**src/sar_adc_pkg.sv**
```systemverilog
// shared constants, types and register map of the converter control
package sar_adc_pkg;

  // ----------------------------------------------------------------
  // register byte addresses
  // ----------------------------------------------------------------
  localparam logic [7:0] ADDR_CTRL0 = 8'h00;
  localparam logic [7:0] ADDR_CTRL1 = 8'h04;
  localparam logic [7:0] ADDR_CTRL2 = 8'h08;
  localparam logic [7:0] ADDR_RES_HIGH = 8'h0C;
  localparam logic [7:0] ADDR_RES_LOW = 8'h10;
  localparam logic [7:0] ADDR_INTC = 8'h14;
  localparam logic [7:0] ADDR_PINFN = 8'h18;

  // ----------------------------------------------------------------
  // field positions
  // ----------------------------------------------------------------
  localparam int C0_START = 7;
  localparam int C0_BUSY = 6;
  localparam int C0_POWER = 5;
  localparam int C0_ALIGN = 4;
  localparam int C0_CHAN_LSB = 0;
  localparam int C1_SRC_LSB = 4;
  localparam int C1_DIV_LSB = 0;
  localparam int C2_PGA_EN = 7;
  localparam int C2_PGA_IN = 4;
  localparam int C2_REF_LSB = 2;
  localparam int C2_GAIN_LSB = 0;
  localparam int IC_GIE = 0;
  localparam int IC_CIE = 1;
  localparam int IC_FLAG = 2;

  // ----------------------------------------------------------------
  // reset values
  // ----------------------------------------------------------------
  localparam logic [7:0] RST_CTRL0 = 8'h00;
  localparam logic [7:0] RST_CTRL1 = 8'h00;
  localparam logic [7:0] RST_CTRL2 = 8'h00;
  localparam logic [7:0] RST_RESULT = 8'h00;
  localparam logic [2:0] RST_INTC = 3'h0;
  localparam logic [3:0] RST_PINFN = 4'h0;

  // ----------------------------------------------------------------
  // timing counts in conversion-clock periods
  // ----------------------------------------------------------------
  localparam logic [3:0] SAMPLE_PERIODS = 4'h4;
  localparam logic [3:0] CONVERT_PERIODS = 4'hC;
  localparam logic [3:0] SAMPLE_LAST = 4'h3;
  localparam logic [3:0] CONVERT_LAST = 4'hB;

  // ----------------------------------------------------------------
  // source and channel codes
  // ----------------------------------------------------------------
  localparam logic [3:0] SRC_EXT = 4'h0;
  localparam logic [3:0] SRC_EXT_ALT = 4'h4;
  localparam logic [3:0] SRC_AVDD = 4'h1;
  localparam logic [3:0] SRC_AVDD_2 = 4'h2;
  localparam logic [3:0] SRC_AVDD_4 = 4'h3;
  localparam logic [3:0] SRC_VR = 4'h5;
  localparam logic [3:0] SRC_VR_2 = 4'h6;
  localparam logic [3:0] SRC_VR_4 = 4'h7;
  localparam logic [3:0] CH_AN0 = 4'h0;
  localparam logic [3:0] CH_AN1 = 4'h1;
  localparam logic [3:0] CH_AN6 = 4'h6;
  localparam logic [3:0] CH_AN7 = 4'h7;

  typedef enum logic [2:0] {
    INT_NONE = 3'b000,
    INT_AVDD = 3'b001,
    INT_AVDD_2 = 3'b010,
    INT_AVDD_4 = 3'b011,
    INT_VR = 3'b101,
    INT_VR_2 = 3'b110,
    INT_VR_4 = 3'b111
  } int_src_e;

  typedef enum logic [1:0] {
    REF_AVDD = 2'b00,
    REF_PIN = 2'b01,
    REF_PGA = 2'b10
  } ref_src_e;

  typedef enum logic [1:0] {
    ST_IDLE = 2'b00,
    ST_SAMPLE = 2'b01,
    ST_CONVERT = 2'b10,
    ST_DONE = 2'b11
  } conv_state_e;

  // analog routing toward the switch matrix
  typedef struct packed {
    logic [3:0] ext_pin_en;
    int_src_e int_src;
    logic gnd_en;
    ref_src_e ref_src;
    logic pga_en;
    logic pga_in_internal;
    logic [1:0] pga_gain;
  } route_s;

endpackage : sar_adc_pkg

```
**src/sar_adc_conversion_control.sv**
```systemverilog
// conversion control for the 12-bit successive-approximation converter
//
// How it works
// - source code 0000 routes the pin chosen by the channel field to the converter.
// - source codes 0100 and 11xx also select an external pin, like 0000.
// - any internal source disconnects every external pin regardless of channel field.
// - internal codes pick supply, half, quarter supply or reference, half, quarter.
// - source codes 10xx tie the converter input to analog ground.
// - writing start high then low launches one conversion.
// - busy clears when the conversion completes.
// - completion sets the request flag; interrupt raised only if both enables are set.
// - conversion clock is system clock divided by two to the divider code.
// - four periods sampling then twelve periods converting, sixteen in all.
// - converter analog circuitry is powered only while power enable is high.
// - conversion runs on its own without processor involvement.
// - result lands in high and low bytes before busy clears.
// - analog pin function overrides the pin's port direction setting.
// - alignment 0 gives bits 11..4 high; 1 gives bits 11..8 high.
// - reference code 00 supply, 01 reference pin, 1x amplified reference.
// - with power off the result registers keep their contents.
//
// Local design decisions: the AHB-Lite interface to the registers and the placing of the registers.
`timescale 1ns/1ps
`default_nettype none

module sar_adc_conversion_control
  import sar_adc_pkg::*;
(
  // clock, reset, enable
  input wire logic hclk,
  input wire logic hresetn,
  input wire logic ce,
  // ahb-lite slave
  input wire logic hsel,
  input wire logic [31:0] haddr,
  input wire logic [1:0] htrans,
  input wire logic hwrite,
  input wire logic [2:0] hsize,
  input wire logic [31:0] hwdata,
  input wire logic hready,
  output logic hreadyout,
  output logic hresp,
  output logic [31:0] hrdata,
  // analog front end
  input wire logic cmp_above,
  output route_s route,
  output logic adc_power,
  output logic sample_en,
  output logic [11:0] dac_code,
  output logic [3:0] pin_dir_override,
  // interrupt toward the converter vector
  output logic irq_req
);

  // ----------------------------------------------------------------
  // registers
  // ----------------------------------------------------------------
  logic start_r;
  logic power_r;
  logic align_r;
  logic [3:0] chan_r;
  logic [3:0] src_r;
  logic [2:0] div_r;
  logic [7:0] ctrl2_r;
  logic [7:0] res_high_r;
  logic [7:0] res_low_r;
  logic gie_r;
  logic cie_r;
  logic flag_r;
  logic [3:0] pinfn_r;
  logic armed_r;
  logic busy_r;
  conv_state_e state_r;
  logic [6:0] div_cnt_r;
  logic [3:0] period_r;
  logic [11:0] sar_r;

  // ----------------------------------------------------------------
  // bus slave: writes zero-wait, reads take one wait state
  // ----------------------------------------------------------------
  logic wr_pend_r;
  logic rd_pend_r;
  logic [7:0] addr_r;
  logic hreadyout_r;
  logic [31:0] hrdata_r;
  logic addr_phase;
  logic wr_now;
  logic [7:0] wdat;
  logic [31:0] rd_mux;

  assign addr_phase = hsel && htrans[1] && hready;
  assign wr_now = wr_pend_r;
  assign wdat = hwdata[7:0];

  always_ff @(posedge hclk or negedge hresetn) begin
    if (!hresetn) begin
      wr_pend_r <= 1'b0;
      rd_pend_r <= 1'b0;
      addr_r <= 8'h00;
      hreadyout_r <= 1'b1;
      hrdata_r <= 32'h00000000;
    end else if (ce) begin
      wr_pend_r <= addr_phase && hwrite;
      rd_pend_r <= addr_phase && !hwrite;
      if (addr_phase) begin
        addr_r <= haddr[7:0];
      end
      if (addr_phase && !hwrite) begin
        hreadyout_r <= 1'b0;
      end else if (rd_pend_r) begin
        hreadyout_r <= 1'b1;
        hrdata_r <= rd_mux;
      end
    end
  end

  // unmapped addresses read zero and ignore writes
  always_comb begin
    rd_mux = 32'h00000000;
    case (addr_r)
      ADDR_CTRL0: begin
        rd_mux[7:0] = {start_r, busy_r, power_r, align_r, chan_r};
      end
      ADDR_CTRL1: begin
        rd_mux[7:0] = {src_r, 1'b0, div_r};
      end
      ADDR_CTRL2: begin
        rd_mux[7:0] = ctrl2_r;
      end
      ADDR_RES_HIGH: begin
        rd_mux[7:0] = res_high_r;
      end
      ADDR_RES_LOW: begin
        rd_mux[7:0] = res_low_r;
      end
      ADDR_INTC: begin
        rd_mux[2:0] = {flag_r, cie_r, gie_r};
      end
      ADDR_PINFN: begin
        rd_mux[3:0] = pinfn_r;
      end
      default: begin
        rd_mux = 32'h00000000;
      end
    endcase
  end

  // ----------------------------------------------------------------
  // control registers
  // ----------------------------------------------------------------
  logic wr_ctrl0;
  logic start_req;

  assign wr_ctrl0 = wr_now && (addr_r == ADDR_CTRL0);
  // falling write of start after an armed rising write; busy blocks it
  assign start_req = wr_ctrl0 && armed_r && !wdat[C0_START] && !busy_r && power_r;

  always_ff @(posedge hclk or negedge hresetn) begin
    if (!hresetn) begin
      start_r <= RST_CTRL0[C0_START];
      power_r <= RST_CTRL0[C0_POWER];
      align_r <= RST_CTRL0[C0_ALIGN];
      chan_r <= RST_CTRL0[3:0];
      armed_r <= 1'b0;
    end else if (ce && wr_ctrl0) begin
      start_r <= wdat[C0_START];
      power_r <= wdat[C0_POWER];
      align_r <= wdat[C0_ALIGN];
      chan_r <= wdat[C0_CHAN_LSB +: 4];
      armed_r <= wdat[C0_START] && !start_r;
    end
  end

  always_ff @(posedge hclk or negedge hresetn) begin
    if (!hresetn) begin
      src_r <= RST_CTRL1[7:4];
      div_r <= RST_CTRL1[2:0];
    end else if (ce && wr_now && (addr_r == ADDR_CTRL1)) begin
      src_r <= wdat[C1_SRC_LSB +: 4];
      div_r <= wdat[C1_DIV_LSB +: 3];
    end
  end

  always_ff @(posedge hclk or negedge hresetn) begin
    if (!hresetn) begin
      ctrl2_r <= RST_CTRL2;
    end else if (ce && wr_now && (addr_r == ADDR_CTRL2)) begin
      ctrl2_r <= {wdat[7], 2'b00, wdat[4:0]};
    end
  end

  always_ff @(posedge hclk or negedge hresetn) begin
    if (!hresetn) begin
      pinfn_r <= RST_PINFN;
    end else if (ce && wr_now && (addr_r == ADDR_PINFN)) begin
      pinfn_r <= wdat[3:0];
    end
  end

  // ----------------------------------------------------------------
  // completion flag and interrupt request
  // ----------------------------------------------------------------
  logic done_evt;

  assign done_evt = (state_r == ST_DONE);

  always_ff @(posedge hclk or negedge hresetn) begin
    if (!hresetn) begin
      gie_r <= RST_INTC[IC_GIE];
      cie_r <= RST_INTC[IC_CIE];
      flag_r <= RST_INTC[IC_FLAG];
    end else if (ce) begin
      if (wr_now && (addr_r == ADDR_INTC)) begin
        gie_r <= wdat[IC_GIE];
        cie_r <= wdat[IC_CIE];
        flag_r <= wdat[IC_FLAG];
      end
      // set beats a simultaneous software clear
      if (done_evt) begin
        flag_r <= 1'b1;
      end
    end
  end

  always_ff @(posedge hclk or negedge hresetn) begin
    if (!hresetn) begin
      irq_req <= 1'b0;
    end else if (ce) begin
      irq_req <= (flag_r || done_evt) && gie_r && cie_r;
    end
  end

  // ----------------------------------------------------------------
  // conversion clock divider
  // ----------------------------------------------------------------
  logic [6:0] div_last;
  logic tick;

  assign div_last = 7'((8'h01 << div_r) - 8'h01);
  assign tick = (div_cnt_r == div_last);

  // runs only during a conversion so every conversion starts phase-aligned
  always_ff @(posedge hclk or negedge hresetn) begin
    if (!hresetn) begin
      div_cnt_r <= 7'h00;
    end else if (ce) begin
      if (!busy_r || tick) begin
        div_cnt_r <= 7'h00;
      end else begin
        div_cnt_r <= div_cnt_r + 7'h01;
      end
    end
  end

  // ----------------------------------------------------------------
  // sequencer: sample, successive approximation, result
  // ----------------------------------------------------------------
  logic [11:0] trial;
  logic [11:0] result;

  // sar_r holds decided bits plus the bit under test
  assign trial = sar_r;
  assign result = cmp_above ? sar_r : (sar_r & ~(12'h800 >> period_r));

  always_ff @(posedge hclk or negedge hresetn) begin
    if (!hresetn) begin
      state_r <= ST_IDLE;
      period_r <= 4'h0;
      sar_r <= 12'h000;
    end else if (ce) begin
      case (state_r)
        ST_IDLE: begin
          if (start_req) begin
            state_r <= ST_SAMPLE;
            period_r <= 4'h0;
            sar_r <= 12'h800;
          end
        end
        ST_SAMPLE: begin
          if (!power_r) begin
            state_r <= ST_IDLE;
          end else if (tick) begin
            if (period_r == SAMPLE_LAST) begin
              state_r <= ST_CONVERT;
              period_r <= 4'h0;
            end else begin
              period_r <= period_r + 4'h1;
            end
          end
        end
        ST_CONVERT: begin
          if (!power_r) begin
            state_r <= ST_IDLE;
          end else if (tick) begin
            // one result bit per conversion-clock period, msb first
            sar_r <= result | ((12'h800 >> period_r) >> 1);
            if (period_r == CONVERT_LAST) begin
              sar_r <= result;
              state_r <= ST_DONE;
            end else begin
              period_r <= period_r + 4'h1;
            end
          end
        end
        ST_DONE: begin
          state_r <= ST_IDLE;
        end
        default: begin
          state_r <= ST_IDLE;
        end
      endcase
    end
  end

  // busy covers the whole sequence including the result cycle
  always_ff @(posedge hclk or negedge hresetn) begin
    if (!hresetn) begin
      busy_r <= 1'b0;
    end else if (ce) begin
      if (start_req) begin
        busy_r <= 1'b1;
      end else if (done_evt || (busy_r && !power_r)) begin
        busy_r <= 1'b0;
      end
    end
  end

  // ----------------------------------------------------------------
  // result placement, written one cycle before busy drops
  // ----------------------------------------------------------------
  always_ff @(posedge hclk or negedge hresetn) begin
    if (!hresetn) begin
      res_high_r <= RST_RESULT;
      res_low_r <= RST_RESULT;
    end else if (ce && power_r && (state_r == ST_CONVERT) && tick
                 && (period_r == CONVERT_LAST)) begin
      if (align_r) begin
        res_high_r <= {4'h0, result[11:8]};
        res_low_r <= result[7:0];
      end else begin
        res_high_r <= result[11:4];
        res_low_r <= {result[3:0], 4'h0};
      end
    end
  end

  // ----------------------------------------------------------------
  // analog routing
  // ----------------------------------------------------------------
  route_s route_nxt;
  logic ext_sel;

  // 0000, 0100 and 11xx all mean external pin
  assign ext_sel = (src_r == SRC_EXT) || (src_r == SRC_EXT_ALT)
                   || (src_r[3:2] == 2'b11);

  always_comb begin
    route_nxt = '0;
    route_nxt.int_src = INT_NONE;
    route_nxt.ref_src = REF_AVDD;
    if (ext_sel) begin
      case (chan_r)
        CH_AN0: route_nxt.ext_pin_en = 4'h1;
        CH_AN1: route_nxt.ext_pin_en = 4'h2;
        CH_AN6: route_nxt.ext_pin_en = 4'h4;
        CH_AN7: route_nxt.ext_pin_en = 4'h8;
        default: route_nxt.ext_pin_en = 4'h0;
      endcase
    end else if (src_r[3:2] == 2'b10) begin
      route_nxt.gnd_en = 1'b1;
    end else begin
      // pins stay off for every internal source
      case (src_r)
        SRC_AVDD: route_nxt.int_src = INT_AVDD;
        SRC_AVDD_2: route_nxt.int_src = INT_AVDD_2;
        SRC_AVDD_4: route_nxt.int_src = INT_AVDD_4;
        SRC_VR: route_nxt.int_src = INT_VR;
        SRC_VR_2: route_nxt.int_src = INT_VR_2;
        SRC_VR_4: route_nxt.int_src = INT_VR_4;
        default: route_nxt.int_src = INT_NONE;
      endcase
    end
    case (ctrl2_r[C2_REF_LSB +: 2])
      2'b00: route_nxt.ref_src = REF_AVDD;
      2'b01: route_nxt.ref_src = REF_PIN;
      default: route_nxt.ref_src = REF_PGA;
    endcase
    route_nxt.pga_en = ctrl2_r[C2_PGA_EN];
    route_nxt.pga_in_internal = ctrl2_r[C2_PGA_IN];
    route_nxt.pga_gain = ctrl2_r[C2_GAIN_LSB +: 2];
  end

  always_ff @(posedge hclk or negedge hresetn) begin
    if (!hresetn) begin
      route <= '0;
      adc_power <= 1'b0;
      sample_en <= 1'b0;
      pin_dir_override <= 4'h0;
    end else if (ce) begin
      route <= route_nxt;
      adc_power <= power_r;
      sample_en <= (state_r == ST_SAMPLE);
      pin_dir_override <= pinfn_r;
    end
  end

  // straight off the trial register: at the undivided clock a tick follows every cycle
  assign dac_code = trial;
  assign hreadyout = hreadyout_r;
  assign hrdata = hrdata_r;
  assign hresp = 1'b0;

endmodule : sar_adc_conversion_control

`default_nettype wire

```
**config.mk**
```make
export PLATFORM = sky130hd
export DESIGN_NAME = sar_adc_conversion_control
export DESIGN_NICKNAME = d
export VERILOG_FILES = /design/src/sar_adc_pkg.sv /design/src/sar_adc_conversion_control.sv
export SDC_FILE = /design/constraint.sdc
export NUM_CORES = 1
export LEC_CHECK = 0
export ABC_AREA = 0
export BUFFER_PORTS_ARGS = -buffer_cell sky130_fd_sc_hd__buf_2
export CAP_MARGIN = 20
export CELL_PAD_IN_SITES_DETAIL_PLACEMENT = 1
export CELL_PAD_IN_SITES_GLOBAL_PLACEMENT = 1
export CORE_UTILIZATION = 43
export CTS_BUF_LIST = sky130_fd_sc_hd__clkbuf_8
export CTS_CLUSTER_SIZE = 25
export DETAILED_ROUTE_END_ITERATION = 10
export HOLD_SLACK_MARGIN = 0.06
export PLACE_DENSITY = 0.92
export SLEW_MARGIN = 20
export SYNTH_ARGS = -nofsm -noshare
export SYNTH_HDL_FRONTEND = slang
export SYNTH_SLANG_ARGS = --single-unit
export TNS_END_PERCENT = 30
```
**constraint.sdc**
```tcl
create_clock -name hclk -period 4.1 [get_ports hclk]
set_clock_uncertainty 0.15 [all_clocks]
set_input_delay 0.82 -clock hclk [delete_from_list [all_inputs] [get_ports hclk]]
set_output_delay 0.82 -clock hclk [all_outputs]
set_load 0.01 [all_outputs]
```
==> results.rst, run 1 <==
.. list-table::
   :header-rows: 1

   * - Metric
     - Value
   * - Reg2Reg Launch Point
     - div_r[0]
   * - Crit Path Class
     - reg2reg
   * - Fraction of layout cells with a size suffix above 1
     - about a quarter
   * - Routed length per placed instance
     - roughly 21 um
   * - Initial cell density of the core
     - 44.81%
   * - CTS buffer count
     - 9
   * - Number of flip-flops and latches in the synthesized netlist
     - between 100 and 150
   * - Number of violations of the max-capacitance limit
     - 0
   * - Met3 routed wirelength
     - 839 um
   * - Die Wd
     - roughly 120 um
   * - Max transition margin
     - 42.68%
   * - Routed Antenna Nets
     - 0
   * - Overall routing resource usage
     - around 25%
   * - CP arrival
     - ~3900 ps
   * - Post-layout nets
     - roughly 690
   * - Area leader, netlist
     - dfrtp_1
   * - Synth top area share
     - 47.46%
   * - Initial antenna violation count
     - 0
   * - Layout Utilization
     - 49.51%
   * - CTS H-Tree Depth
     - 3
   * - Number of hold violations in the final report
     - 0
   * - Actual transition at the worst max-transition pin
     - between 800 and 900 ps
   * - Finish-stage setup viols
     - 0
   * - Die footprint
     - between 10000 and 15000 um^2
   * - Via density per instance
     - between 5 and 6
   * - Max Clk Rate
     - about 0.27 GHz
   * - Chain of cells forming the critical path
     - or3_1 -> ha_1 -> xnor2_1 -> or4_4 -> a211oi_4 -> nand3_2 -> nor4_4 -> buf_4 -> mux2_2
   * - Number of flops mapped to enable cells by yosys
     - 0
   * - Fill cell total of the finished layout
     - between 1000 and 1500
   * - Number of global-route vias before repair
     - roughly 4800
   * - Worst R2R Path Depth
     - 9
   * - Overflow left after global routing
     - 0
   * - Power density relative to cell area
     - 375.2 nW/um^2
   * - Ys Warns
     - 0
   * - Top-level port count
     - between 100 and 150
   * - Hold Crit Class
     - in2async
   * - Source-to-sink clock delay at the later pin of the worst-skew pair
     - around 400 ps
   * - Residual DRC
     - 0
   * - Portion of the post-synthesis area used by sequential elements
     - approximately 48%
   * - Cells after synthesis
     - 540
   * - Required time worst endpoint
     - 4220 ps
   * - First-pass GRT wire length
     - 26750 um
   * - Top routing layer in use
     - met4
   * - Result of the run
     - completed
   * - Count of TritonRoute iterations in the first routing pass
     - 6
   * - Count of unique library cells instantiated by Yosys
     - 60
   * - Number of gates resized after cts
     - 0
   * - Maximum number of pins on one net before global-route repair
     - between 50 and 60
   * - Clock-pin slew reported for the worst setup and hold paths after clock tree synthesis
     - 100 ps
   * - Weighted congestion reported at the end of routability-driven placement
     - between 0.9 and 1
   * - Hold-fix buffer count after cts
     - 0
   * - HPWL after detailed placement
     - about 12000 um
   * - Number of placed cells counting well taps
     - 764
   * - Growth of design area from synthesis to finish
     - 10.49%
   * - Clock Sink Count
     - 110
   * - LEAKAGE
     - around 3.1 nW
   * - Mean instance size in the synthesized netlist
     - approximately 11 um^2
   * - Worst Setup End Kind
     - flop
   * - Post-CTS setup buffers
     - 0
   * - Most common cell after layout, fill and taps aside
     - dfrtp_1
   * - Core box area
     - around 13000 um^2
   * - Worst vdd rail ir drop
     - 0.0002232 V
   * - Final WL
     - ~16000 um
   * - First-iteration detailed-routing DRC count
     - 245
   * - Highest-count cells in the layout ignoring fill and taps
     - dfrtp_1 (109), buf_2 (64), mux2_2 (56)
   * - Via Count
     - 4508
   * - Critical path startpoint category
     - flop
   * - Fraction of registers with async set/reset
     - between 90% and 100%
   * - Number of pins with negative max-slew slack in the final report
     - 0
   * - Met2 routed wirelength
     - approximately 8300 um
   * - Unrepaired setup endpoints after global routing
     - false
   * - Cell Count, Final, Fillers Out
     - around 800
   * - Cells taking the most area after synthesis
     - dfrtp_1 (47%), mux2_2 (11%), mux2i_1 (3.3%)
   * - Post-synth top flop
     - dfrtp_1
   * - Wire length on met1
     - slightly below 7000 um
   * - Final TNS setup
     - 0 ps
   * - Time the worst path needs with I/O delays and setup
     - around 3700 ps
   * - Crit-path max FO
     - 16
   * - Die Span Y
     - about 120 um
   * - Ant. Diodes
     - 0
   * - Netlist Area Pre-Place
     - 5747 um^2
   * - Cell at the root of the clock tree
     - clkbuf_8
   * - CTS tree
     - done
   * - Number of port buffers
     - between 60 and 70
   * - Worst-case clock buffer depth
     - 2
   * - Largest incremental delay on the critical path
     - 530 ps
   * - End of the worst register-to-register path
     - res_high_r[1]
   * - Core Rows
     - between 40 and 50
   * - Crit path max-delay cell type
     - dfrtp_1
   * - Reg-to-reg slack, setup
     - 380 ps
   * - Final worst path period share
     - about nine tenths
-- cell usage after synthesis, types with 4 or more instances --
library cell / instances
nand4_1: 7
dfrtp_1: 109
and3_1: 5
a31oi_1: 7
ha_1: 13
a21o_1: 5
a21oi_1: 20
clkbuf_1: 19
nor2b_1: 7
inv_1: 33
mux2_1: 7
mux2i_1: 19
mux2_2: 56
xnor2_1: 5
o21ai_0: 36
o221ai_1: 4
nor2_1: 26
nand2_1: 46
o2bb2ai_1: 10
nor3_1: 7
nand2b_1: 6
nand3_1: 7
buf_4: 25
-- report_power, final --
group | total (W) | switching, W | leakage [nW] | internal, W
Sequential | 0.00122 | 0.0000638 | 1.49 | 0.00115
Combinational | 0.000549 | 0.000354 | 1.51 | 0.000195
Clock | 0.000618 | 0.000372 | 0.103 | 0.000247
-- worst max-delay path: cells and delay by family (launching register included) --
| kind | cells | cell delay, ps |
|---|---|---|
| flops | 1 | 530 |
| compound gates | 1 | 400 |
| buf+inv | 1 | 290 |
| fa+ha+maj | 1 | 270 |
| simple gates | 4 | 1420 |
| mux | 1 | 370 |
| xor+xnor | 1 | 160 |
-- layer usage --
metal  up-vias  track usage, %
met5         -               0
met4         0           8.253
met3        39           5.911
met2       152           43.24
met1      2313           30.25
li1       2004               -
-- registers in the layout (all words and copies together) (netlist names), 2 cells and up --
name and count:
div_r 3, div_cnt_r 7, dac_code 12, src_r 4
res_low_r 8, addr_r 8, ctrl2_r 6, hrdata 8
res_high_r 8, route 14, state_r 2, pinfn_r 4
pin_dir_override 4, chan_r 4, period_r 4
-- metrics by stage --
step	total power (W)	instance area, um^2	setup WS (ps)	hold slack (ps)
CTS	0.002391	6350	395.5	340.9
finish	0.002382	6350	378.5	317.0
floorplan	0.001599	5837	572.1	292.3
detailed placement	0.001773	6177	460.6	316.5
global route	0.002492	6350	274.9	357.7
global placement	0.001730	6177	594.1	304.3
-- cell type report --
| class | count | area, um^2 | share of cell area, % |
|---|---|---|---|
| clock inverters | 5 | 21.27 | 0.3350 |
| clock buffers | 11 | 151.4 | 2.384 |
| multi-input cells | 374 | 2681 | 42.23 |
| repair buffers | 75 | 402.9 | 6.345 |
| well taps | 172 | 215.2 | 3.389 |
| flip-flops and latches | 110 | 2754 | 43.37 |
| inverters | 33 | 123.9 | 1.951 |
-- worst max-delay path by stage --
| stage | end | slack, ps | start | depth (start not counted) |
|---|---|---|---|---|
| 2_1_floorplan | res_high_r[2] | 570 | div_r[2] | 10 |
| 3_3_place_gp | res_low_r[4] | 590 | div_r[0] | 9 |
| 3_5_place_dp | res_high_r[1] | 460 | div_r[0] | 9 |
| 4_1_cts | res_high_r[1] | 400 | div_r[0] | 9 |
| 5_1_grt | res_low_r[4] | 270 | div_r[0] | 9 |
| 6_report | res_high_r[1] | 380 | div_r[0] | 9 |
-- cell families after synthesis --
kind of cell | synth area share (%)
flops | 47.92
mux | 16.05
simple gates | 11.45
other cells | 0.06525
xor+xnor | 1.067
compound gates | 13.63
fa+ha+maj | 2.830
buf+inv | 6.989
(Power assumes the default switching activity.)
==> run 2, diff against run 1 <==
--- a/config.mk
+++ b/config.mk
@@ -10,12 +10,12 @@
 export CAP_MARGIN = 20
 export CELL_PAD_IN_SITES_DETAIL_PLACEMENT = 1
 export CELL_PAD_IN_SITES_GLOBAL_PLACEMENT = 1
-export CORE_UTILIZATION = 43
-export CTS_BUF_LIST = sky130_fd_sc_hd__clkbuf_8
+export CORE_UTILIZATION = 41
 export CTS_CLUSTER_SIZE = 25
 export DETAILED_ROUTE_END_ITERATION = 10
 export HOLD_SLACK_MARGIN = 0.06
-export PLACE_DENSITY = 0.92
+export MAX_ROUTING_LAYER = met4
+export PLACE_DENSITY = 0.89
 export SLEW_MARGIN = 20
 export SYNTH_ARGS = -nofsm -noshare
 export SYNTH_HDL_FRONTEND = slang
==> run 2 against run 1 <==
Net effect:
- global-route usage decreased by 0.55 points
- register-to-register slack improved by 30 ps
- utilization decreased by 1.2 points
- die area increased by 4.8%
- largest cell class unchanged
==> results.rst, run 2 (synthesis results as in run 1) <==
.. list-table::
   :header-rows: 1

   * - Metric
     - Value
   * - Result of the run
     - completed
   * - Hold-fix buffer count after cts
     - 0 (unchanged)
   * - Clock-pin slew reported for the worst setup and hold paths after clock tree synthesis
     - 70 ps (-30 ps)
   * - Time the worst path needs with I/O delays and setup
     - 3691 ps (-30.97 ps)
   * - Clock Sink Count
     - 110 (unchanged)
   * - Initial antenna violation count
     - 0 (unchanged)
   * - Unrepaired setup endpoints after global routing
     - false
   * - Required time worst endpoint
     - 4200 ps (-20 ps)
   * - Routed length per placed instance
     - 20.55 um (-1.5%)
   * - Power density relative to cell area
     - 418.8 nW/um^2 (+12%)
   * - Met2 track demand over resource in global routing
     - 40.63% (-2.6 points)
   * - Highest-count cells in the layout ignoring fill and taps
     - dfrtp_1 (109), buf_2 (64), mux2_2 (56)
   * - Number of pins with negative max-slew slack in the final report
     - 0 (unchanged)
   * - Reg with most FFs
     - route
   * - First-pass GRT wire length
     - 26140 um (-2.3%)
   * - Post-layout nets
     - 691 (-0.14%)
   * - Most Used Layer, Global Route
     - met2
   * - Max FFs per register
     - 14 (unchanged)
   * - First-iteration detailed-routing DRC count
     - 296 (+21%)
   * - Number of gates resized after cts
     - 0 (unchanged)
   * - Maximum number of pins on one net before global-route repair
     - 56 (-3.4%)
   * - Most common cell after layout, fill and taps aside
     - dfrtp_1
   * - Number of global-route vias before repair
     - 4752 (-1.4%)
   * - Count of TritonRoute iterations in the first routing pass
     - 4 (-2)
   * - Fill cell total of the finished layout
     - 1497 (+3.5%)
   * - Worst-case clock buffer depth
     - 2 (unchanged)
   * - Max transition margin
     - 35.76% (-6.9 points)
   * - Cell at the root of the clock tree
     - clkbuf_16
   * - Source-to-sink clock delay at the later pin of the worst-skew pair
     - 370 ps (-30 ps)
   * - CTS H-Tree Depth
     - 3 (unchanged)
   * - Actual transition at the worst max-transition pin
     - 959.4 ps (+103.4 ps)
   * - Number of violations of the max-capacitance limit
     - 0 (unchanged)
   * - Area of the multi-input gates
     - 2681 um^2 (unchanged)
   * - Worst vdd rail ir drop
     - 0.0001858 V (-17%)
   * - Top-level port count
     - 143 (unchanged)
   * - LEAKAGE
     - 3.159 nW (+1.7%)
   * - Weighted congestion reported at the end of routability-driven placement
     - 0.9521 (+2.3%)
   * - Hold Crit Class
     - reg2reg
   * - Final TNS setup
     - 0 ps (unchanged)
   * - Crit Path Class
     - reg2reg
   * - Fraction of layout cells with a size suffix above 1
     - 25.70% (+0.37 points)
   * - Final WL
     - 16090 um (-1.2%)
   * - Met3 Usage GRT
     - 3.302% (-2.6 points)
   * - Die Wd
     - 120.4 um (+2.4%)
   * - Number of placed cells counting well taps
     - 767 (+0.39%)
   * - Final worst path period share
     - 90.01% (-0.76 points)
   * - Number of port buffers
     - 65 (unchanged)
   * - CP arrival
     - 3790 ps (-60 ps)
   * - Global routing usage on met1
     - 30.42% (+0.17 points)
   * - Ant. Diodes
     - 0 (unchanged)
   * - Crit-path max FO
     - 16 (unchanged)
   * - Worst Setup End Kind
     - flop
   * - Number of hold violations in the final report
     - 0 (unchanged)
   * - Growth of design area from synthesis to finish
     - 13.15%
   * - Overflow left after global routing
     - 0 (unchanged)
   * - Initial cell density of the core
     - 42.72% (-2.1 points)
   * - Routed Antenna Nets
     - 0 (unchanged)
   * - Die Span Y
     - 120.4 um (+2.4%)
   * - Core Rows
     - 42 (+2.4%)
   * - Via density per instance
     - 5.627 (-2.6%)
   * - HPWL after detailed placement
     - 11770 um (-0.50%)
   * - Sequential cell area
     - 2754 um^2 (unchanged)
   * - Residual DRC
     - 0 (unchanged)
   * - Critical path startpoint category
     - flop
   * - Cell Count, Final, Fillers Out
     - 783 (+0.38%)
   * - Via Count
     - 4406 (-2.3%)
   * - Overall routing resource usage
     - 24.36% (-0.55 points)
   * - CTS tree
     - done
   * - Max Clk Rate
     - 0.2710 GHz (+0.84%)
   * - Core box area
     - 13450 um^2 (+4.9%)
   * - CTS buffer count
     - 9 (unchanged)
   * - Post-CTS setup buffers
     - 0 (unchanged)
   * - Die footprint
     - 14490 um^2 (+4.8%)
   * - Finish-stage setup viols
     - 0 (unchanged)
run 2: final cells by class:
| type | instances | area share, % |
|---|---|---|
| Sequential cell | 110 | 42.35 |
| Multi-Input combinational cell | 374 | 41.24 |
| Timing Repair Buffer | 74 | 6.080 |
| Clock buffer | 11 | 3.887 |
| Tap cell | 176 | 3.387 |
| Inverter | 33 | 1.905 |
| Clock inverter | 5 | 1.155 |
run 2: worst paths after layout:
check | startpoint | endpoint | slack (ps) | cells past startpoint
min in group asynchronous | hresetn | res_high_r[0] | 360 | 1
hold reg to reg | res_high_r[5] | res_high_r[5] | 340 | 1
max in group asynchronous | hresetn | hreadyout | 2570 | 2
setup reg to reg | div_r[1] | res_high_r[0] | 410 | 11
hold / removal | res_high_r[5] | res_high_r[5] | 340 | 1
setup / recovery | div_r[1] | res_high_r[0] | 410 | 11
run 2: metrics by stage:
stage	power (W)	worst slack [ps]	cell area [um^2]	hold WS, ps	utilization (%)
finish	0.002723	409.5	6502	342.4	48.34
global route	0.002836	250.1	6502	374.6	48.34
CTS	0.002730	430.1	6502	340.6	48.34
detailed placement	0.001778	488.1	6175	319.9	45.90
global placement	0.001729	611.0	6175	304.7	45.90
floorplan	0.001599	572.1	5837	292.3	-
run 2: critical path, stage by stage (launching register included):
cell and delay (ps):
dfrtp_1 460, buf_4 210, nor2_1 160, nand2_1 80, ha_1 250, xnor2_1 170, or4_4 520, a211oi_4 380
nand3_2 210, nor4_4 300, buf_4 300, mux2_2 370
run 2: per-layer routing:
| metal | wire length [um] | share of wire, % |
|---|---|---|
| met1 | 6841 | 43 |
| met2 | 8239 | 51 |
| met3 | 634 | 3.9 |
| met4 | 379 | 2.4 |
| met5 | 0 | 0 |
run 2: where the power goes:
part           internal (W)  leakage [nW]  switching, W
Clock              0.000521         0.161      0.000436
Sequential          0.00115          1.49     0.0000619
Combinational      0.000195          1.51      0.000359
Total               0.00187          3.16      0.000856
==> run 3, diff against run 2 <==
--- a/config.mk
+++ b/config.mk
@@ -6,7 +6,7 @@
 export NUM_CORES = 1
 export LEC_CHECK = 0
 export ABC_AREA = 0
-export BUFFER_PORTS_ARGS = -buffer_cell sky130_fd_sc_hd__buf_2
+export BUFFER_PORTS_ARGS = -buffer_cell sky130_fd_sc_hd__buf_4
 export CAP_MARGIN = 20
 export CELL_PAD_IN_SITES_DETAIL_PLACEMENT = 1
 export CELL_PAD_IN_SITES_GLOBAL_PLACEMENT = 1
==> run 3 against run 2 <==
Net effect:
- die area stayed put
- design area is 2.2% higher
- total power is 1.8% lower
- largest cell class unchanged
- setup slack worse by 15 ps
- combinational power is 3% higher
- sequential power hardly changed
- clock-buffer cell count is 2 higher
- register-to-register slack hardly changed
- largest power group unchanged
- cell count is 0.13% lower
- utilization is 1.0 points higher
- critical path depth stayed put
- critical path type unchanged
- non-clock buffer count is 1 lower
==> results.rst, run 3 (synthesis results as in run 1) <==
.. list-table::
   :header-rows: 1

   * - Metric
     - Value
   * - Critical path startpoint category
     - flop
   * - Worst Setup End Kind
     - flop
   * - Final WL
     - 15790 um (-1.9%)
   * - Initial cell density of the core
     - 42.72% (unchanged)
   * - Most common cell after layout, fill and taps aside
     - dfrtp_1
   * - Hold slack final
     - 327.7 ps (-14.75 ps)
   * - Routed Antenna Nets
     - 0 (unchanged)
   * - Top-level port count
     - 143 (unchanged)
   * - End of the worst register-to-register path
     - res_high_r[2]
   * - HPWL after detailed placement
     - 11060 um (-6.0%)
   * - Weighted congestion reported at the end of routability-driven placement
     - 0.9180 (-3.6%)
   * - Via density per instance
     - 5.653 (+0.47%)
   * - Reg-to-reg slack, setup
     - 390 ps (about the same)
   * - Number of port buffers
     - 65 (unchanged)
   * - Result of the run
     - completed
   * - Worst R2R Path Depth
     - 11 (unchanged)
   * - Clock-pin slew reported for the worst setup and hold paths after clock tree synthesis
     - 70 ps (about the same)
   * - First-pass GRT wire length
     - 25990 um (-0.55%)
   * - Crit Path Class
     - reg2reg
   * - Cell at the root of the clock tree
     - clkbuf_16
   * - CP arrival
     - 3790 ps (about the same)
   * - Time the worst path needs with I/O delays and setup
     - 3705 ps (+14.70 ps)
   * - CTS H-Tree Depth
     - 3 (unchanged)
   * - Highest-count cells in the layout ignoring fill and taps
     - dfrtp_1 (109), buf_4 (72), mux2_2 (56)
   * - Post-CTS setup buffers
     - 0 (unchanged)
   * - Overall routing resource usage
     - 23.96% (-0.40 points)
   * - Core Rows
     - 42 (unchanged)
   * - Clock Sink Count
     - 110 (unchanged)
   * - Number of gates resized after cts
     - 0 (unchanged)
   * - Finish-stage setup viols
     - 0 (unchanged)
   * - Number of pins with negative max-slew slack in the final report
     - 0 (unchanged)
   * - Hold-fix buffer count after cts
     - 0 (unchanged)
   * - Worst setup endpoint
     - res_high_r[2]
   * - Max Clk Rate
     - 0.2699 GHz (-0.40%)
   * - Die Wd
     - 120.4 um (unchanged)
   * - Source-to-sink clock delay at the later pin of the worst-skew pair
     - 360 ps (about the same)
   * - Post-layout nets
     - 690 (-0.14%)
   * - Reg2Reg Launch Point
     - div_r[1]
   * - Launch point of the critical path
     - div_r[1]
   * - Max transition margin
     - 37.45% (+1.7 points)
   * - Worst vdd rail ir drop
     - 0.0002484 V (+34%)
   * - Actual transition at the worst max-transition pin
     - 934.1 ps (-25.24 ps)
   * - Via Count
     - 4421 (+0.34%)
   * - Worst-case clock buffer depth
     - 2 (unchanged)
   * - LEAKAGE
     - 3.162 nW (+0.10%)
   * - Final worst path period share
     - 90.37% (+0.36 points)
   * - Number of hold violations in the final report
     - 0 (unchanged)
   * - Final TNS setup
     - 0 ps (unchanged)
   * - Max FFs per register
     - 14 (unchanged)
   * - Number of global-route vias before repair
     - 4774 (+0.46%)
   * - Routed length per placed instance
     - 20.20 um (-1.7%)
   * - Required time worst endpoint
     - 4180 ps (-20 ps)
   * - First-iteration detailed-routing DRC count
     - 272 (-8.1%)
   * - Reg with most FFs
     - route
   * - Hold Crit Class
     - reg2reg
   * - Crit-path max FO
     - 16 (unchanged)
   * - Number of violations of the max-capacitance limit
     - 0 (unchanged)
   * - Die Span Y
     - 120.4 um (unchanged)
   * - Initial antenna violation count
     - 0 (unchanged)
   * - Unrepaired setup endpoints after global routing
     - false
   * - Overflow left after global routing
     - 0 (unchanged)
   * - Growth of design area from synthesis to finish
     - 15.59%
   * - CTS buffer count
     - 9 (unchanged)
   * - Power density relative to cell area
     - 402.7 nW/um^2 (-3.8%)
   * - Ant. Diodes
     - 0 (unchanged)
   * - CTS tree
     - done
   * - Fraction of layout cells with a size suffix above 1
     - 25.25% (-0.45 points)
   * - Maximum number of pins on one net before global-route repair
     - 58 (+3.6%)
   * - Core box area
     - 13450 um^2 (unchanged)
   * - Die footprint
     - 14490 um^2 (unchanged)
   * - Residual DRC
     - 0 (unchanged)
   * - Count of TritonRoute iterations in the first routing pass
     - 5 (+1)
==> run 3: cell type report <==
type,count,area (um^2)
fill,1509,6810
timing repair buffer,73,560.5
inverter,33,123.9
clock inverter,3,42.54
tap,176,220.2
multi-input combinational,374,2681
clock buffer,13,260.3
sequential,110,2754
==> run 3: per-stage QoR <==
| stage | area [um^2] | setup slack (ps) | total power [W] | util [%] | cells |
|---|---|---|---|---|---|
| after floorplan | 5837 | 572.1 | 0.001599 | - | 564 |
| after global placement | 6340 | 598.4 | 0.001750 | 47.13 | 766 |
| after detailed placement | 6340 | 562.0 | 0.001789 | 47.13 | 766 |
| after CTS | 6643 | 423.9 | 0.002698 | 49.38 | 782 |
| after global routing | 6643 | 185.6 | 0.002791 | 49.38 | 782 |
| final | 6643 | 394.8 | 0.002675 | 49.38 | 782 |
==> run 3: worst max-delay path, cell delays in order (launching register included) <==
cell and delay (ps):
dfrtp_1 440, buf_4 200, nor2_1 200, nand2_1 120
ha_1 260, xnor2_1 160, or4_4 500, a211oi_4 380
nand3_2 220, nor4_4 280, buf_4 290, mux2_1 370
==> run 3: per-layer routing <==
layer | up-vias | routed length, um | GRT usage, %
li1 | 1996 | - | -
met4 | 0 | 355 | 6.559
met5 | - | 0 | -
met1 | 2285 | 6918 | 30.32
met2 | 109 | 7923 | 39.04
met3 | 31 | 595 | 5.047
==> run 3: where the power goes <==
part           leakage, nW  switching [W]  internal, W
logic                 1.53       0.000357     0.000211
registers             1.49      0.0000627      0.00115
clock network        0.146       0.000385     0.000507
==> run 3: worst min-delay path by stage <==
stage          cells past startpoint     from  slack (ps)       to
3_5_place_dp                       2  armed_r         320  armed_r
4_1_cts                            2  armed_r         340  armed_r
2_1_floorplan                      2  armed_r         290  armed_r
3_3_place_gp                       2  armed_r         300  armed_r
5_1_grt                            1   wr_now         360   wr_now
6_report                           2  armed_r         330  armed_r
